## config.mk

```make
export PLATFORM = sky130hd
export DESIGN_NAME = uart_status_interrupt_modem_ctrl
export DESIGN_NICKNAME = d
export VERILOG_FILES = /design/src/verilog/uart_status_interrupt_modem_ctrl.v
export VERILOG_INCLUDE_DIRS = /design/src /design/src/pkg
export SDC_FILE = /design/constraint.sdc
export NUM_CORES = 1
export LEC_CHECK = 0
export ABC_AREA = 1
export BUFFER_PORTS_ARGS = -buffer_cell sky130_fd_sc_hd__buf_2
export CAP_MARGIN = 20
export CORE_UTILIZATION = 59
export DETAILED_ROUTE_END_ITERATION = 10
export GPL_ROUTABILITY_DRIVEN = 0
export PLACE_DENSITY = 0.9
export SYNTH_ARGS = -nofsm -noshare
export SYNTH_HDL_FRONTEND = slang
export SYNTH_SLANG_ARGS = --single-unit
```

## constraint.sdc

```tcl
create_clock -name clock_i -period 3 [get_ports clock_i]
set_input_delay 0.3 -clock clock_i [delete_from_list [all_inputs] [get_ports clock_i]]
set_output_delay 0.3 -clock clock_i [all_outputs]
set_load 0.01 [all_outputs]
```

## src/pkg/uart_status_defs.vh

```
`ifndef UART_STATUS_DEFS_VH
`define UART_STATUS_DEFS_VH

// =====================================================
// Register addresses on the three address lines
`define ADDR_DATA        3'h0
`define ADDR_IE_MASK     3'h1
`define ADDR_INT_ID      3'h2
`define ADDR_LINE_CTRL   3'h3
`define ADDR_MODEM_CTRL  3'h4
`define ADDR_LINE_STAT   3'h5
`define ADDR_MODEM_STAT  3'h6

// =====================================================
// Line status field positions
`define LS_READY     0
`define LS_OVERRUN   1
`define LS_PARITY    2
`define LS_FRAMING   3
`define LS_BREAK     4
`define LS_THR_EMPTY 5
`define LS_TSR_EMPTY 6

// =====================================================
// Interrupt enable field positions
`define IE_RX_DATA   0
`define IE_THR_EMPTY 1
`define IE_LINE_STAT 2
`define IE_MODEM     3

// =====================================================
// Modem control field positions
`define MC_DTR       0
`define MC_RTS       1
`define MC_AUX1      2
`define MC_AUX2      3
`define MC_LOOP      4

// =====================================================
// Interrupt identification codes, bits 2 down to 0
`define ID_NONE      3'h1
`define ID_LINE_STAT 3'h6
`define ID_RX_DATA   3'h4
`define ID_THR_EMPTY 3'h2
`define ID_MODEM     3'h0

// =====================================================
// Reset values
`define RST_LINE_STAT  8'h60
`define RST_INT_ID     8'h01
`define RST_IE_MASK    8'h00
`define RST_MODEM_CTRL 8'h00

// =====================================================
// Character timing in bit times
`define BITS_START     5'h01
`define BITS_MIN_DATA  5'h05

`endif

```

## src/verilog/uart_status_interrupt_modem_ctrl.v

```verilog
`include "uart_status_defs.vh"

// Notes on behaviour
// (RULE1) Assembled character sets receive ready
// (RULE2) Buffer read or zero write clears ready
// (RULE3) Unread buffer overwritten sets overrun flag
// (RULE4) Bad parity sets flag, status read clears
// (RULE5) Spacing stop bit sets framing error
// (RULE6) Spacing beyond one character time sets break
// (RULE7) Any receive error raises line status source
// (RULE8) Holding empty sets on transfer, clears on load
// (RULE9) Shifter empty while idle, clears on transfer
// (RULE10) Unused upper status and enable bits read zero
// (RULE11) Priority: line, data, holding empty, modem
// (RULE12) Identification frozen while being accessed
// (RULE13) Identification bit zero high when none pending
// (RULE14) Identification codes 001 110 100 010 000
// (RULE15) Holding empty source cleared by id read, write
// (RULE16) Each source cleared by its register read; holding empty is cleared by an id read or a holding write instead
// (RULE17) Each source gated by its enable bit
// (RULE18) Disabled sources hidden from id and output
// (RULE19) Interrupt output high when enabled pending
// (RULE20) Modem control bits drive inverted modem pins
// (RULE21) Loopback marks output, loops transmit to receive
// (RULE22) Loopback routes control bits to modem inputs
// (RULE23) Loopback pairs rts-cts, dtr-dsr, aux-ring-carrier
// (RULE24) Modem input change sets delta, status read clears
// (RULE25) Status read also clears framing and break
// (RULE26) Loopback holds external modem pins inactive high
module uart_status_interrupt_modem_ctrl #(
  parameter CNT_W = 5                       // Break counter width
) (
  input  wire       clock_i,                // System clock
  input  wire       nrst_i,                 // Master reset, active low
  // Host register port
  input  wire       sel_i,                  // Chip selected, level
  input  wire [2:0] addr_i,                 // Register address
  input  wire       rd_i,                   // Read strobe, one cycle
  input  wire       wr_i,                   // Write strobe, one cycle
  input  wire [7:0] wdata_i,                // Write data
  output reg  [7:0] rdata_o,                // Read data, registered
  // Line control settings from the surrounding element
  input  wire       dlab_i,                 // Divisor latch access
  input  wire [1:0] word_len_i,             // 0..3 gives 5..8 bits
  input  wire       two_stop_i,             // Extra stop bit
  input  wire       parity_en_i,            // Parity checked
  input  wire       even_parity_i,          // Even parity selected
  input  wire       bit_tick_i,             // One pulse per bit time
  // Receiver side
  input  wire       rx_char_valid_i,        // Character assembled
  input  wire [7:0] rx_char_i,              // Assembled data bits
  input  wire       rx_parity_bit_i,        // Received parity bit
  input  wire       rx_stop_bit_i,          // Sampled stop bit level
  output reg        rx_serial_o,            // Line into receiver
  // Transmitter side
  input  wire       tx_load_i,              // Holding moved to shifter
  input  wire       tx_shifter_idle_i,      // Shifter has nothing to send
  input  wire       tx_serial_i,            // Shifter serial output
  output reg  [7:0] tx_holding_o,           // Holding register data
  output reg        tx_holding_full_o,      // Holding register loaded
  // Serial pins
  input  wire       serial_in_i,            // Serial line in
  output reg        serial_out_o,           // Serial line out
  // Modem pins, active low
  input  wire       cts_in_n_i,             // Clear to send
  input  wire       dsr_in_n_i,             // Data set ready
  input  wire       ring_in_n_i,            // Ring indicator
  input  wire       carrier_detect_in_n_i,  // Carrier detect
  output reg        dtr_out_n_o,            // Terminal ready
  output reg        rts_out_n_o,            // Request to send
  output reg        aux1_out_n_o,           // Auxiliary one
  output reg        aux2_out_n_o,           // Auxiliary two
  // Interrupt
  output reg        irq_output_o            // Interrupt, active high
);

  // =====================================================
  // Decoding helpers

  // Match a register address, with divisor latch gating
  function match;
    input [2:0] a;
    input       dl;
    input [2:0] code;
    begin
      if ((code == `ADDR_DATA) || (code == `ADDR_IE_MASK)) begin
        match = (a == code) && !dl;
      end else begin
        match = (a == code);
      end
    end
  endfunction

  // Data bits masked to the configured word length
  function [7:0] len_mask;
    input [1:0] wl;
    begin
      case (wl)
        2'h0:    len_mask = 8'h1f;
        2'h1:    len_mask = 8'h3f;
        2'h2:    len_mask = 8'h7f;
        default: len_mask = 8'hff;
      endcase
    end
  endfunction

  // =====================================================
  // Access decode

  wire rd_data  = rd_i && match(addr_i, dlab_i, `ADDR_DATA);       // Receive buffer read
  wire wr_data  = wr_i && match(addr_i, dlab_i, `ADDR_DATA);       // Holding register write
  wire wr_ie    = wr_i && match(addr_i, dlab_i, `ADDR_IE_MASK);    // Enable write
  wire rd_id    = rd_i && match(addr_i, dlab_i, `ADDR_INT_ID);     // Identification read
  wire wr_mc    = wr_i && match(addr_i, dlab_i, `ADDR_MODEM_CTRL); // Modem control write
  wire rd_ls    = rd_i && match(addr_i, dlab_i, `ADDR_LINE_STAT);  // Line status read
  wire wr_ls    = wr_i && match(addr_i, dlab_i, `ADDR_LINE_STAT);  // Line status write
  wire rd_ms    = rd_i && match(addr_i, dlab_i, `ADDR_MODEM_STAT); // Modem status read
  wire id_frz   = sel_i && match(addr_i, dlab_i, `ADDR_INT_ID);    // Identification addressed

  // =====================================================
  // State

  // Reset images, cut to the width of each register
  localparam [7:0] IE_RST = `RST_IE_MASK;
  localparam [7:0] MC_RST = `RST_MODEM_CTRL;
  localparam [7:0] ID_RST = `RST_INT_ID;

  reg [4:0]       sync1_q;       // First stage, read only by second
  reg [4:0]       sync2_q;       // Synchronised pins
  reg [7:0]       rbr_q;         // Receive holding buffer
  reg [3:0]       ie_q;          // Interrupt enable bits
  reg [4:0]       mc_q;          // Modem control bits
  reg             dr_q;          // Receive ready
  reg             oe_q;          // Overrun
  reg             pe_q;          // Parity error
  reg             fe_q;          // Framing error
  reg             bi_q;          // Break
  reg             tx_holding_empty_flag_q;        // Holding empty
  reg             tx_shifter_empty_flag_q;        // Shifter empty
  reg             tx_holding_empty_flag_irq_q;    // Holding empty interrupt pending
  reg [2:0]       id_q;          // Identification, frozen on access
  reg [3:0]       mstat_q;       // Modem line states, true sense
  reg [3:0]       delta_q;       // Modem change bits
  reg [CNT_W-1:0] brk_cnt_q;     // Spacing bit times counted
  reg             brk_done_q;    // Break already flagged this spell

  // =====================================================
  // Line selection and modem input sources

  wire       loop    = mc_q[`MC_LOOP];
  wire       sin_s   = sync2_q[4];                                 // Synchronised serial in
  wire       rx_line = loop ? tx_serial_i : sin_s;                 // (RULE21)
  // Order: cts, dsr, ring, carrier, true sense
  wire [3:0] pin_st  = ~sync2_q[3:0];
  wire [3:0] loop_st = {mc_q[`MC_AUX2], mc_q[`MC_AUX1], mc_q[`MC_DTR], mc_q[`MC_RTS]}; // (RULE23)
  wire [3:0] mstat_d = loop ? loop_st : pin_st;                    // (RULE22)

  // Two flip-flop synchroniser for pins
  always @(posedge clock_i or negedge nrst_i) begin
    if (!nrst_i) begin
      sync1_q <= 5'h1f;
      sync2_q <= 5'h1f;
    end else begin
      sync1_q <= {serial_in_i, carrier_detect_in_n_i, ring_in_n_i, dsr_in_n_i, cts_in_n_i};
      sync2_q <= sync1_q;
    end
  end

  // =====================================================
  // Receive error checks

  wire [7:0] rx_m    = rx_char_i & len_mask(word_len_i);
  wire       par_x   = (^rx_m) ^ rx_parity_bit_i;
  wire       par_err = rx_char_valid_i && parity_en_i && (par_x ^ ~even_parity_i); // (RULE4)
  wire       frm_err = rx_char_valid_i && !rx_stop_bit_i;                          // (RULE5)

  // Character length in bit times: start, data, parity, stop
  wire [CNT_W-1:0] char_bits = `BITS_START + `BITS_MIN_DATA + {3'h0, word_len_i}
                               + {4'h0, parity_en_i} + (two_stop_i ? 5'h02 : 5'h01);
  wire brk_hit = !rx_line && bit_tick_i && !brk_done_q && (brk_cnt_q == char_bits);

  // Spacing time counter for break detection
  always @(posedge clock_i or negedge nrst_i) begin
    if (!nrst_i) begin
      brk_cnt_q  <= {CNT_W{1'b0}};
      brk_done_q <= 1'b0;
    end else if (rx_line) begin
      // Marking ends the spell and rearms
      brk_cnt_q  <= {CNT_W{1'b0}};
      brk_done_q <= 1'b0;
    end else if (bit_tick_i && !brk_done_q) begin
      brk_cnt_q  <= brk_cnt_q + {{(CNT_W-1){1'b0}}, 1'b1};
      brk_done_q <= brk_hit;                                       // (RULE6)
    end
  end

  // =====================================================
  // Line status flags, a set beats a clear in the same cycle, except shifter empty, where a transfer wins over idle

  always @(posedge clock_i or negedge nrst_i) begin
    if (!nrst_i) begin
      dr_q   <= 1'b0;
      oe_q   <= 1'b0;
      pe_q   <= 1'b0;
      fe_q   <= 1'b0;
      bi_q   <= 1'b0;
      tx_holding_empty_flag_q <= 1'b1;
      tx_shifter_empty_flag_q <= 1'b1;
      rbr_q  <= 8'h00;
    end else begin
      // Receive ready
      if (rx_char_valid_i) begin
        dr_q <= 1'b1;                                              // (RULE1)
      end else if (rd_data || (wr_ls && !wdata_i[`LS_READY])) begin
        dr_q <= 1'b0;                                              // (RULE2)
      end
      // Overrun when the old character was never read
      if (rx_char_valid_i && dr_q && !rd_data) begin
        oe_q <= 1'b1;                                              // (RULE3)
      end else if (rd_ls) begin
        oe_q <= 1'b0;                                              // (RULE3)
      end
      // Parity error
      if (par_err) begin
        pe_q <= 1'b1;
      end else if (rd_ls) begin
        pe_q <= 1'b0;                                              // (RULE4)
      end
      // Framing error
      if (frm_err) begin
        fe_q <= 1'b1;
      end else if (rd_ls) begin
        fe_q <= 1'b0;                                              // (RULE25)
      end
      // Break
      if (brk_hit) begin
        bi_q <= 1'b1;
      end else if (rd_ls) begin
        bi_q <= 1'b0;                                              // (RULE25)
      end
      // Holding empty: transfer sets, host load clears
      if (tx_load_i) begin
        tx_holding_empty_flag_q <= 1'b1;                                            // (RULE8)
      end else if (wr_data) begin
        tx_holding_empty_flag_q <= 1'b0;                                            // (RULE8)
      end
      // Shifter empty follows idle, cleared by a transfer
      tx_shifter_empty_flag_q <= tx_load_i ? 1'b0 : tx_shifter_idle_i;              // (RULE9)
      // New character overwrites the buffer
      if (rx_char_valid_i) begin
        rbr_q <= rx_char_i;
      end
    end
  end

  // =====================================================
  // Transmit holding register toward the transmitter

  always @(posedge clock_i or negedge nrst_i) begin
    if (!nrst_i) begin
      tx_holding_o      <= 8'h00;
      tx_holding_full_o <= 1'b0;
    end else begin
      if (wr_data) begin
        tx_holding_o <= wdata_i;
      end
      // Full follows the inverse of holding empty
      if (tx_load_i) begin
        tx_holding_full_o <= 1'b0;
      end else if (wr_data) begin
        tx_holding_full_o <= 1'b1;
      end
    end
  end

  // =====================================================
  // Enable and modem control registers

  always @(posedge clock_i or negedge nrst_i) begin
    if (!nrst_i) begin
      ie_q <= IE_RST[3:0];
      mc_q <= MC_RST[4:0];
    end else begin
      if (wr_ie) begin
        ie_q <= wdata_i[3:0];
      end
      if (wr_mc) begin
        mc_q <= wdata_i[4:0];
      end
    end
  end

  // =====================================================
  // Modem status: line states and change detection

  wire [3:0] chg;
  genvar gi;
  generate
    for (gi = 0; gi < 4; gi = gi + 1) begin : g_delta
      if (gi == 2) begin : g_ring
        // Ring counts only its trailing edge
        assign chg[gi] = mstat_q[gi] && !mstat_d[gi];
      end else begin : g_any
        assign chg[gi] = mstat_q[gi] ^ mstat_d[gi];
      end
      // Change sets, status read clears, set wins
      always @(posedge clock_i or negedge nrst_i) begin
        if (!nrst_i) begin
          delta_q[gi] <= 1'b0;
        end else if (chg[gi]) begin
          delta_q[gi] <= 1'b1;                                     // (RULE24)
        end else if (rd_ms) begin
          delta_q[gi] <= 1'b0;                                     // (RULE24)
        end
      end
    end
  endgenerate

  // Line state tracking
  always @(posedge clock_i or negedge nrst_i) begin
    if (!nrst_i) begin
      mstat_q <= 4'h0;
    end else begin
      mstat_q <= mstat_d;
    end
  end

  // =====================================================
  // Interrupt sources, enables and identification

  wire rls_src = oe_q || pe_q || fe_q || bi_q;                     // (RULE7)
  wire ms_src  = |delta_q;
  wire rls_on  = rls_src    && ie_q[`IE_LINE_STAT];                // (RULE17)
  wire rda_on  = dr_q       && ie_q[`IE_RX_DATA];                  // (RULE17)
  wire thr_on  = tx_holding_empty_flag_irq_q && ie_q[`IE_THR_EMPTY];                // (RULE17)
  wire ms_on   = ms_src     && ie_q[`IE_MODEM];                    // (RULE17)

  // Holding empty pending flag
  always @(posedge clock_i or negedge nrst_i) begin
    if (!nrst_i) begin
      tx_holding_empty_flag_irq_q <= 1'b0;
    end else if (tx_load_i) begin
      tx_holding_empty_flag_irq_q <= 1'b1;
    end else if (wr_data || (rd_id && (id_q == `ID_THR_EMPTY))) begin
      tx_holding_empty_flag_irq_q <= 1'b0;                                          // (RULE15)
    end
  end

  // Highest priority enabled source
  reg [2:0] id_d;
  always @* begin
    id_d = `ID_NONE;                                               // (RULE13)
    if (rls_on) begin
      id_d = `ID_LINE_STAT;                                        // (RULE11)
    end else if (rda_on) begin
      id_d = `ID_RX_DATA;                                          // (RULE14)
    end else if (thr_on) begin
      id_d = `ID_THR_EMPTY;
    end else if (ms_on) begin
      id_d = `ID_MODEM;                                            // (RULE18)
    end
  end

  // Identification held while the host addresses it
  always @(posedge clock_i or negedge nrst_i) begin
    if (!nrst_i) begin
      id_q <= ID_RST[2:0];
    end else if (!id_frz) begin
      id_q <= id_d;                                                // (RULE12)
    end
  end

  // =====================================================
  // Host read data

  always @(posedge clock_i or negedge nrst_i) begin
    if (!nrst_i) begin
      rdata_o <= 8'h00;
    end else if (rd_i) begin
      case (addr_i)
        `ADDR_DATA:       rdata_o <= dlab_i ? 8'h00 : rbr_q;       // (RULE16)
        `ADDR_IE_MASK:    rdata_o <= dlab_i ? 8'h00 : {4'h0, ie_q}; // (RULE10)
        `ADDR_INT_ID:     rdata_o <= {5'h00, id_q};
        `ADDR_MODEM_CTRL: rdata_o <= {3'h0, mc_q};
        `ADDR_LINE_STAT:  rdata_o <= {1'b0, tx_shifter_empty_flag_q, tx_holding_empty_flag_q, bi_q, fe_q, pe_q, oe_q, dr_q}; // (RULE10)
        `ADDR_MODEM_STAT: rdata_o <= {mstat_q[3], mstat_q[2], mstat_q[1], mstat_q[0], delta_q};
        default:          rdata_o <= 8'h00;
      endcase
    end
  end

  // =====================================================
  // Pin drivers

  always @(posedge clock_i or negedge nrst_i) begin
    if (!nrst_i) begin
      serial_out_o <= 1'b1;
      rx_serial_o  <= 1'b1;
      dtr_out_n_o  <= 1'b1;
      rts_out_n_o  <= 1'b1;
      aux1_out_n_o <= 1'b1;
      aux2_out_n_o <= 1'b1;
      irq_output_o <= 1'b0;
    end else begin
      serial_out_o <= loop ? 1'b1 : tx_serial_i;                   // (RULE21)
      rx_serial_o  <= rx_line;                                     // (RULE21)
      dtr_out_n_o  <= loop ? 1'b1 : ~mc_q[`MC_DTR];                // (RULE20)
      rts_out_n_o  <= loop ? 1'b1 : ~mc_q[`MC_RTS];                // (RULE26)
      aux1_out_n_o <= loop ? 1'b1 : ~mc_q[`MC_AUX1];               // (RULE20)
      aux2_out_n_o <= loop ? 1'b1 : ~mc_q[`MC_AUX2];               // (RULE26)
      irq_output_o <= rls_on || rda_on || thr_on || ms_on;         // (RULE19)
    end
  end

endmodule
```

* After elaboration in Yosys (flattened, before gate mapping)
Cells that the tools add are included.
** Word-level totals
- Bits in registers :: 76
- Logic and storage cells :: 153
** Operators by class
- Add/subtract/negate cells :: 4
- Equal/unequal tests :: 9
- Muxes and demuxes :: 39
- Bitwise logic cells :: 12
- Reduce and logical (&&, ||, !) cells :: 58
** Operators by type and width (count)
- $pmux 8 s6 :: 1
- $mux 1 :: 28
- $logic_and 1x1->1 :: 27
- $pmux 8 s3 :: 1
- $reduce_bool 2->1 :: 12
- $mux 5 :: 2
- $eq 3x3->1 const B :: 3
- $and 8x8->8 :: 1
- $logic_or 1x1->1 :: 8
- $mux 4 :: 2
- $mux 8 :: 1
- $reduce_xor 8->1 :: 1
- $logic_not 1->1 :: 7
- $eq 3x2->1 const B :: 2
- $mux 3 :: 2
- $add 4x1->5 :: 1
- $add 5x1->5 const B :: 1
- $add 5x2->5 :: 1
- $eq 5x5->1 :: 1
- $not 1->1 :: 5
- $xor 1x1->1 :: 5
- $add 3x2->4 const A :: 1
- $mux 2 :: 2
- $not 4->4 :: 1
- 6 further kinds :: 6

* Longest topological paths before layout
Gate-level depths: netlist of run 1.
- Depth in word-level cells :: 8
- Depth in mapped cells :: 11

* Worst setup path before layout of run 1
Ideal clock, no wire load.
- Path type :: input -> register
- From :: in word_len_i[0]
- To :: reg bi_q
- Library setup time :: 0.118 ns
- Arrival :: 1.503 ns
- Data required time :: 2.882 ns
- Path slack :: 1.379 ns
- Stages on the path :: 8
- Path buffers :: 0
- Cell sequence :: fa_1 ha_1 inv_1 ha_1 xor2_1 o2111a_1 nand2_1 nand2_1
** Between the ends
- Longest elaborated chain between the ends :: 6
** Ends and longest elaborated chain
- start: declaration :: RTL line uart_status_interrupt_modem_ctrl.v:44 : input wire [1:0] word_len_i,
- $add 3x2->4 (no source line) *
- $add 4x1->5 (no source line) *
- $add 5x2->5 (no source line) *
- $eq 5x5->1 * :: RTL line uart_status_interrupt_modem_ctrl.v:180 : wire brk_hit = !rx_line && bit_tick_i && !brk_done_q && (brk_cnt_q == char_bits);
- $logic_and 1x1->1 * :: RTL line uart_status_interrupt_modem_ctrl.v:180
- $mux 1 or $reduce_bool 2->1 (tied branches)
- end signal: assignment :: RTL line uart_status_interrupt_modem_ctrl.v:206 : bi_q <= 1'b0;
- end signal: assignment :: RTL line uart_status_interrupt_modem_ctrl.v:237 : bi_q <= 1'b1;
- end signal: assignment :: RTL line uart_status_interrupt_modem_ctrl.v:239 : bi_q <= 1'b0;
- end: declaration :: RTL line uart_status_interrupt_modem_ctrl.v:137 : reg bi_q;
Mark *: on every way between the ends. The rest lies on a longest branch, timed or not.
A chain may end at the register's enable or synchronous reset.

* Worst setup path after layout of run 1
- From :: reg mc_q[4]
- To :: reg bi_q
** Between the ends
- Longest elaborated chain between the ends :: 6
** Ends and longest elaborated chain
- start: declaration :: RTL line uart_status_interrupt_modem_ctrl.v:132 : reg [4:0] mc_q;
- start signal: assignment :: RTL line uart_status_interrupt_modem_ctrl.v:282 : mc_q <= MC_RST[4:0];
- start signal: assignment :: RTL line uart_status_interrupt_modem_ctrl.v:288 : mc_q <= wdata_i[4:0];
- $mux 1 * :: RTL line uart_status_interrupt_modem_ctrl.v:152 : wire rx_line = loop ? tx_serial_i : sin_s;
- $logic_not 1->1 * :: RTL line uart_status_interrupt_modem_ctrl.v:180
- $logic_and 1x1->1 * (3 in a row) :: RTL line uart_status_interrupt_modem_ctrl.v:180
- $mux 1 or $reduce_bool 2->1 (tied branches)
Marked as above.

==> run metrics, run 1 <==
drt initial violations between 200 and 300; TritonCTS clock tree yes; Initial Util between 60% and 70%; asr flop ratio synth 100%; status complete, no violations; Gate power share 18.1%; placed cells between 500 and 600; DRC Markers 0; Setup crit start mc_q[4]; TritonCTS Buffers 9; postcts setup bufs 0; Synth Area in Compound Gates between 10% and 20%; clock-pin slew on the worst setup and hold paths 0.08 ns; DR WL/cell between 10 and 15 µm; Leakage about 2.2 nW; clock period minus worst slack about 1.7 ns; CTS H-Tree Depth 3; worst slew margin relative to its limit between 60% and 70%; worst slew pin tran 0.521 ns; clock buffer depth 2; Clock power frac 29.2%; final instance area 4010 µm²; GRT Residual Overflow 0; syn_nets 435; IO buf count 65; placed inst area roughly 3800 µm²; Worst VDD drop 0.000378 V; crit-path max FO 12; final instance count without filler cells 540; Data required, critical path 3.29 ns; drt total wl ~7.6 mm; core footprint between 5000 and 6000 µm²; setup violators final 0; Hold/Removal Path Class in2reg; Max-Cap Viols 0; Net Sw Frac 29.2%; RSZ-0062 raised after global routing no; total of flip-flops plus latches after synthesis 76; dominant cells by area after synthesis dfrtp_1 42%, nand2_1 15%, dfstp_2 15%, o21ai_0 5.3%, inv_1 5.0%; Yosys cell types 36; Max Transition Viols Final 0; Hold WS 0.0499 ns; post-synthesis adder-cell area fraction 2.05%; Total Die Area 6090 µm²; total number of vias about 2900; CP Capture Point bi_q; critical path arrival slightly below 2 ns; crit start category flop; die height slightly below 80 µm; worst slack at placement 1.11 ns; row cnt 27; syn_area_per_cell around 8.8 µm²; Final HPWL DP 5.61 mm; CP Capture Type flop; Synth Warn # 0; r2r endpoint bi_q; antenna viol nets, final 0; total net switching power around 0.7 mW; Post-Synth Simple-Gate Area about 23%; Power Dens Cells 607 nW/µm²; Clock Sinks 76; Fin. Hold Viols 0; largest net degree at the start of global routing 30; ys flop type dfrtp_1; worst flop-to-flop path startpoint mc_q[4]; I/O pin count 66; Setup Skew between 0.009 and 0.01 ns; mux share of post-synthesis cell area 0%; Synth Cell Area roughly 3400 µm²; Max Fclk 604 MHz; Final nets slightly above 500; clk root buf clkbuf_8; Post-synth EDFFs 0; sequential power share between 50% and 60%; post-CTS resize count 0; cell taking the most area after synthesis dfrtp_1; Mapped Cells between 300 and 400; sequential share of the synthesized area between 50% and 60%; area grow syn2layout 17.6%; vias in the first global route ~2900; largest family of logic cells by synthesized area simple AND/OR/NAND/NOR gates; # diodes 0; critical setup path kind reg2reg; layout cells sized above 1 approximately a quarter; die width 78.0 µm; R2R depth 7; Pint 1.72 mW; DR pass1 iterations 6; Yosys top cell area share a little over two fifths; first-pass GRT wire length approximately 13 mm; final setup margin around 1.3 ns; antenna violations before repair 0; R2R Setup Slk 1.34 ns; Post-Synth XOR/XNOR Area 1.03%; Worst-Skew Late Latency about 0.35 ns; gr usage total approximately 28%; period utilization 55.2%; vias per cell 5.38; Fin Setup TNS 0 ns; Fillers 432
==> sequential cells by signal, indices dropped and copies added, names as in the netlist, 5 cells and up <==
name / cells
brk_cnt_q: 5
mc_q: 5
rbr_q: 8
rdata_o: 8
sync1_q: 5
sync2_q: 5
tx_holding_o: 8
==> per-stage QoR <==
stage / utilization, % / total power, mW
2_1_floorplan: - / 1.54
6_report: 72.4 / 2.43
4_1_cts: 72.4 / 2.44
5_1_grt: 72.4 / 2.56
3_5_place_dp: 68.9 / 1.73
3_3_place_gp: 68.9 / 1.70
==> per-layer routing <==
metal / GRT usage, % / wire length, µm / up-vias
met5: 0 / 0 / -
met4: 9.26 / 146 / 0
met3: 9.07 / 503 / 20
met2: 49.1 / 4130 / 123
met1: 34.0 / 2830 / 1371
li1: - / - / 1390
==> what timing repair did <==
item                                    in CTS  in global routing
endpoints found under the hold margin       12                  0
hold buffers                                 1                  0
endpoints found under the setup margin       0                  0
==> cell type report <==
class	count	area (µm²)	area share, %
Clock buffer	14	173	4.31
Clock inverter	2	10.0	0.250
Inverter	49	184	4.59
Multi-Input combinational cell	259	1280	31.9
Sequential cell	76	1930	48.0
Tap cell	72	90.1	2.25
Timing Repair Buffer	68	350	8.74
==> worst min path at each step <==
stage,startpoint,end,slack (ns),cells after the start
finish,cts_in_n_i,sync1_q[0],0.05,1
global route,cts_in_n_i,sync1_q[0],0.03,1
CTS,serial_in_i,sync1_q[4],0.04,1
detailed placement,nrst_i,brk_cnt_q[1],0.31,1
global placement,nrst_i,brk_cnt_q[2],0.30,1
floorplan,nrst_i,bi_q,0.004,0
==> cells in the mapped netlist, drive strengths merged (3+ instances only) <==
cell type	count
nand2	139
dfrtp	57
inv	49
o21ai	40
dfstp	19
nor2	18
nand3	17
a21oi	8
a22oi	5
nand4	5
ha	4
o22ai	4
xor2	4
o21bai	3
==> placed cells by master, fill, tap and decap left out, types with 3 or more instances in the layout <==
| cell type | instances |
|---|---|
| a21oi_1 | 8 |
| a22oi_1 | 5 |
| buf_2 | 65 |
| clkbuf_8 | 12 |
| dfrtp_1 | 57 |
| dfstp_2 | 19 |
| ha_1 | 4 |
| inv_1 | 45 |
| inv_2 | 4 |
| nand2_1 | 137 |
| nand3_1 | 14 |
| nand3_2 | 3 |
| nand4_1 | 5 |
| nor2_1 | 16 |
| o21ai_0 | 36 |
| o21ai_2 | 4 |
| o21bai_1 | 3 |
| o22ai_1 | 4 |
| xor2_1 | 4 |
==> kinds of logic (layout without fill, tap and decap cells) <==
logic type | after synthesis | count (layout)
AND/OR/NAND/NOR | 184 | 184
flip-flops | 76 | 76
AO/OA/AOI/OAI | 66 | 66
buffers and inverters | 53 | 133
adder cells (fa/ha/maj) | 5 | 5
XOR/XNOR | 4 | 4
==> power by group through the flow <==
stage | sequential, mW | combinational, mW | clock, mW
global placement | 1.29 | 0.411 | 0
floorplan | 1.29 | 0.248 | 0
CTS | 1.28 | 0.442 | 0.719
global route | 1.30 | 0.502 | 0.761
finish | 1.28 | 0.441 | 0.710
detailed placement | 1.30 | 0.435 | 0
==> worst max-delay path, stage by stage (launching register included) <==
cell	delay [ns]
dfrtp_1	0.52
inv_1	0.16
nand2_1	0.08
and2_1	0.23
nand2_1	0.14
a211oi_1	0.23
nand2_1	0.14
nand2_1	0.09
Power figures use the tool's default switching activity.
==> run 2, diff against run 1 <==
--- a/config.mk
+++ b/config.mk
@@ -9,10 +9,10 @@
 export ABC_AREA = 1
 export BUFFER_PORTS_ARGS = -buffer_cell sky130_fd_sc_hd__buf_2
 export CAP_MARGIN = 20
-export CORE_UTILIZATION = 59
+export CORE_UTILIZATION = 49
 export DETAILED_ROUTE_END_ITERATION = 10
 export GPL_ROUTABILITY_DRIVEN = 0
-export PLACE_DENSITY = 0.9
+export PLACE_DENSITY = 0.81
 export SYNTH_ARGS = -nofsm -noshare
 export SYNTH_HDL_FRONTEND = slang
 export SYNTH_SLANG_ARGS = --single-unit
==> constraint.sdc (replaced) <==
create_clock -name clock_i -period 1.4 [get_ports clock_i]
set_input_delay 0.14 -clock clock_i [delete_from_list [all_inputs] [get_ports clock_i]]
set_output_delay 0.14 -clock clock_i [all_outputs]
set_load 0.01 [all_outputs]
==> run metrics, run 2 (synthesized netlist as in run 1, its figures left out) <==
I/O pin count 66 (unchanged); CP Cell Sequence buf_4 -> o21ai_0 -> xor2_1 -> o21bai_1; Fin. Hold Viols 0 (unchanged); critical path arrival 1.51 ns (-0.44 ns); critical path's top delay family compound AO/OA/AOI/OAI gates; GRT Residual Overflow 0 (unchanged); Total Die Area 7300 µm² (+20%); IO buf count 65 (unchanged); die width 85.4 µm (+9.5%); postcts setup bufs 0 (unchanged); gr usage total 24.0% (-4.5 points); total number of vias 2938 (+1.2%); period utilization 90.5% (+35 points); final instance area 4250 µm² (+5.9%); CTS H-Tree Depth 3 (unchanged); Initial Util 50.5% (-11 points); Buf/Inv on CP 1 (unchanged); Slowest cell on crit path dfrtp_1; Fin Setup TNS 0 ns (unchanged); CP Capture Type flop; Worst VDD drop 0.000818 V (+120%); largest net degree at the start of global routing 32 (+6.7%); Hold/Removal Path Class in2reg; TritonCTS Buffers 9 (unchanged); top flop regs rbr_q (8), rdata_o (8), tx_holding_o (8); Power, Total 5.37 mW (+120%); final instance count without filler cells 568 (+5.2%); die height 85.4 µm (+9.5%); status complete, no violations; antenna viol nets, final 0 (unchanged); Final HPWL DP 5.82 mm (+3.8%); Final nets 530 (+3.9%); commonest non-fill, non-tap cells in the layout 137 x nand2_1, 65 x buf_2, 57 x dfrtp_1; Hold WS 0.0259 ns (-0.0241 ns); DR WL/cell 13.7 µm (-2.5%); critical setup path kind reg2reg; Data required, critical path 1.64 ns (-1.65 ns); crit-path max FO 9 (-3); row cnt 30 (+11%); worst flop-to-flop path startpoint mc_q[4]; RSZ-0062 raised after global routing no; DRC Markers 0 (unchanged); vias per cell 5.17 (-3.8%); placed cells 538 (+2.9%); worst slack at placement -0.238 ns (-1.35 ns); placed inst area 3910 µm² (+2.4%); TritonCTS clock tree yes; Setup crit start mc_q[4]; Critical Path Max Stage Delay 0.41 ns (-0.11 ns); drt total wl 7.79 mm (+2.5%); clock period minus worst slack 1.27 ns (-0.389 ns); crit start category flop; commonest non-fill, non-tap cell in the layout nand2_1; DR pass1 iterations 5 (-1); final setup margin 0.132 ns (-1.21 ns); antenna violations before repair 0 (unchanged); Power Dens Cells 1270 nW/µm² (+110%); Setup Skew 0.00739 ns (-0.00216 ns); setup violators final 0 (unchanged); vias in the first global route 2948 (+2.0%); Clock Sinks 76 (unchanged); layout cells sized above 1 26.8% (+1.8 points); Max Transition Viols Final 0 (unchanged); Max Fclk 789 MHz (+31%); worst slew pin tran 0.486 ns (-0.0348 ns); Worst-Skew Late Latency 0.36 ns (about the same); # diodes 0 (unchanged); Max-Cap Viols 0 (unchanged); area grow syn2layout 24.5%; clk root buf clkbuf_8; core footprint 6760 µm² (+22%); post-layout util 62.8% (-9.5 points); first-pass GRT wire length 13.4 mm (+2.1%); clock buffer depth 2 (unchanged); worst slew margin relative to its limit 67.6% (+2.3 points); clock-pin slew on the worst setup and hold paths 0.08 ns (about the same); Leakage 2.27 nW (+4.8%); Hold Crit Start rx_char_i[7]; drt initial violations 211 (-18%)
run 2: cell count changes in the layout (fill, tap and decap cells not counted), sizes merged:
cell,before,now
dlygate4sd3,1,14
buf,67,74
clkbuf,14,10
inv,49,52
clkinv,2,3
run 2: repair_timing:
| item | in CTS | in global routing |
|---|---|---|
| hold buffers | 14 | 0 |
| hold endpoints to repair | 18 | 0 |
| setup endpoints to repair | 0 | 3 |
| resized for setup | 0 | 2 |
run 2: where the power goes:
| group | total, mW | internal, mW | switching [mW] |
|---|---|---|---|
| Sequential | 2.74 | 2.53 | 0.206 |
| Clock | 1.61 | 0.762 | 0.844 |
| Combinational | 1.03 | 0.429 | 0.600 |
| Total | 5.37 | 3.72 | 1.65 |
run 2: per-layer routing:
layer	routed length [µm]	track usage [%]	up-vias
li1	-	-	1430
met1	3240	29.3	1408
met2	4010	40.9	85
met3	376	5.64	15
met4	159	10.0	0
met5	0	0	-
run 2: worst reg2reg max path: cells and delay by family (launching register included):
| family | cells | cell delay, ns |
|---|---|---|
| xor gates and xnor gates | 1 | 0.11 |
| AOI/OAI and AO/OA | 2 | 0.46 |
| DFF | 1 | 0.41 |
| buffers and inverters | 1 | 0.18 |
run 2: worst paths after layout:
check / to / slack, ns / depth (start not counted)
worst min-delay path: rbr_q[7] / 0.03 / 3
max in group asynchronous: id_q[0] / 0.53 / 3
worst min register to register: sync2_q[2] / 0.36 / 0
worst max register to register: delta_q[1] / 0.13 / 4
worst max-delay path: delta_q[1] / 0.13 / 4
min in group asynchronous: delta_q[1] / 0.27 / 2
run 2: cell type report:
type,instances,area (µm²)
multi-input cells,259,1280
well taps,80,100
repair buffers,88,558
fillers,596,2510
clock buffers,10,149
clock inverters,6,43.8
inverters,49,184
flip-flops and latches,76,1930
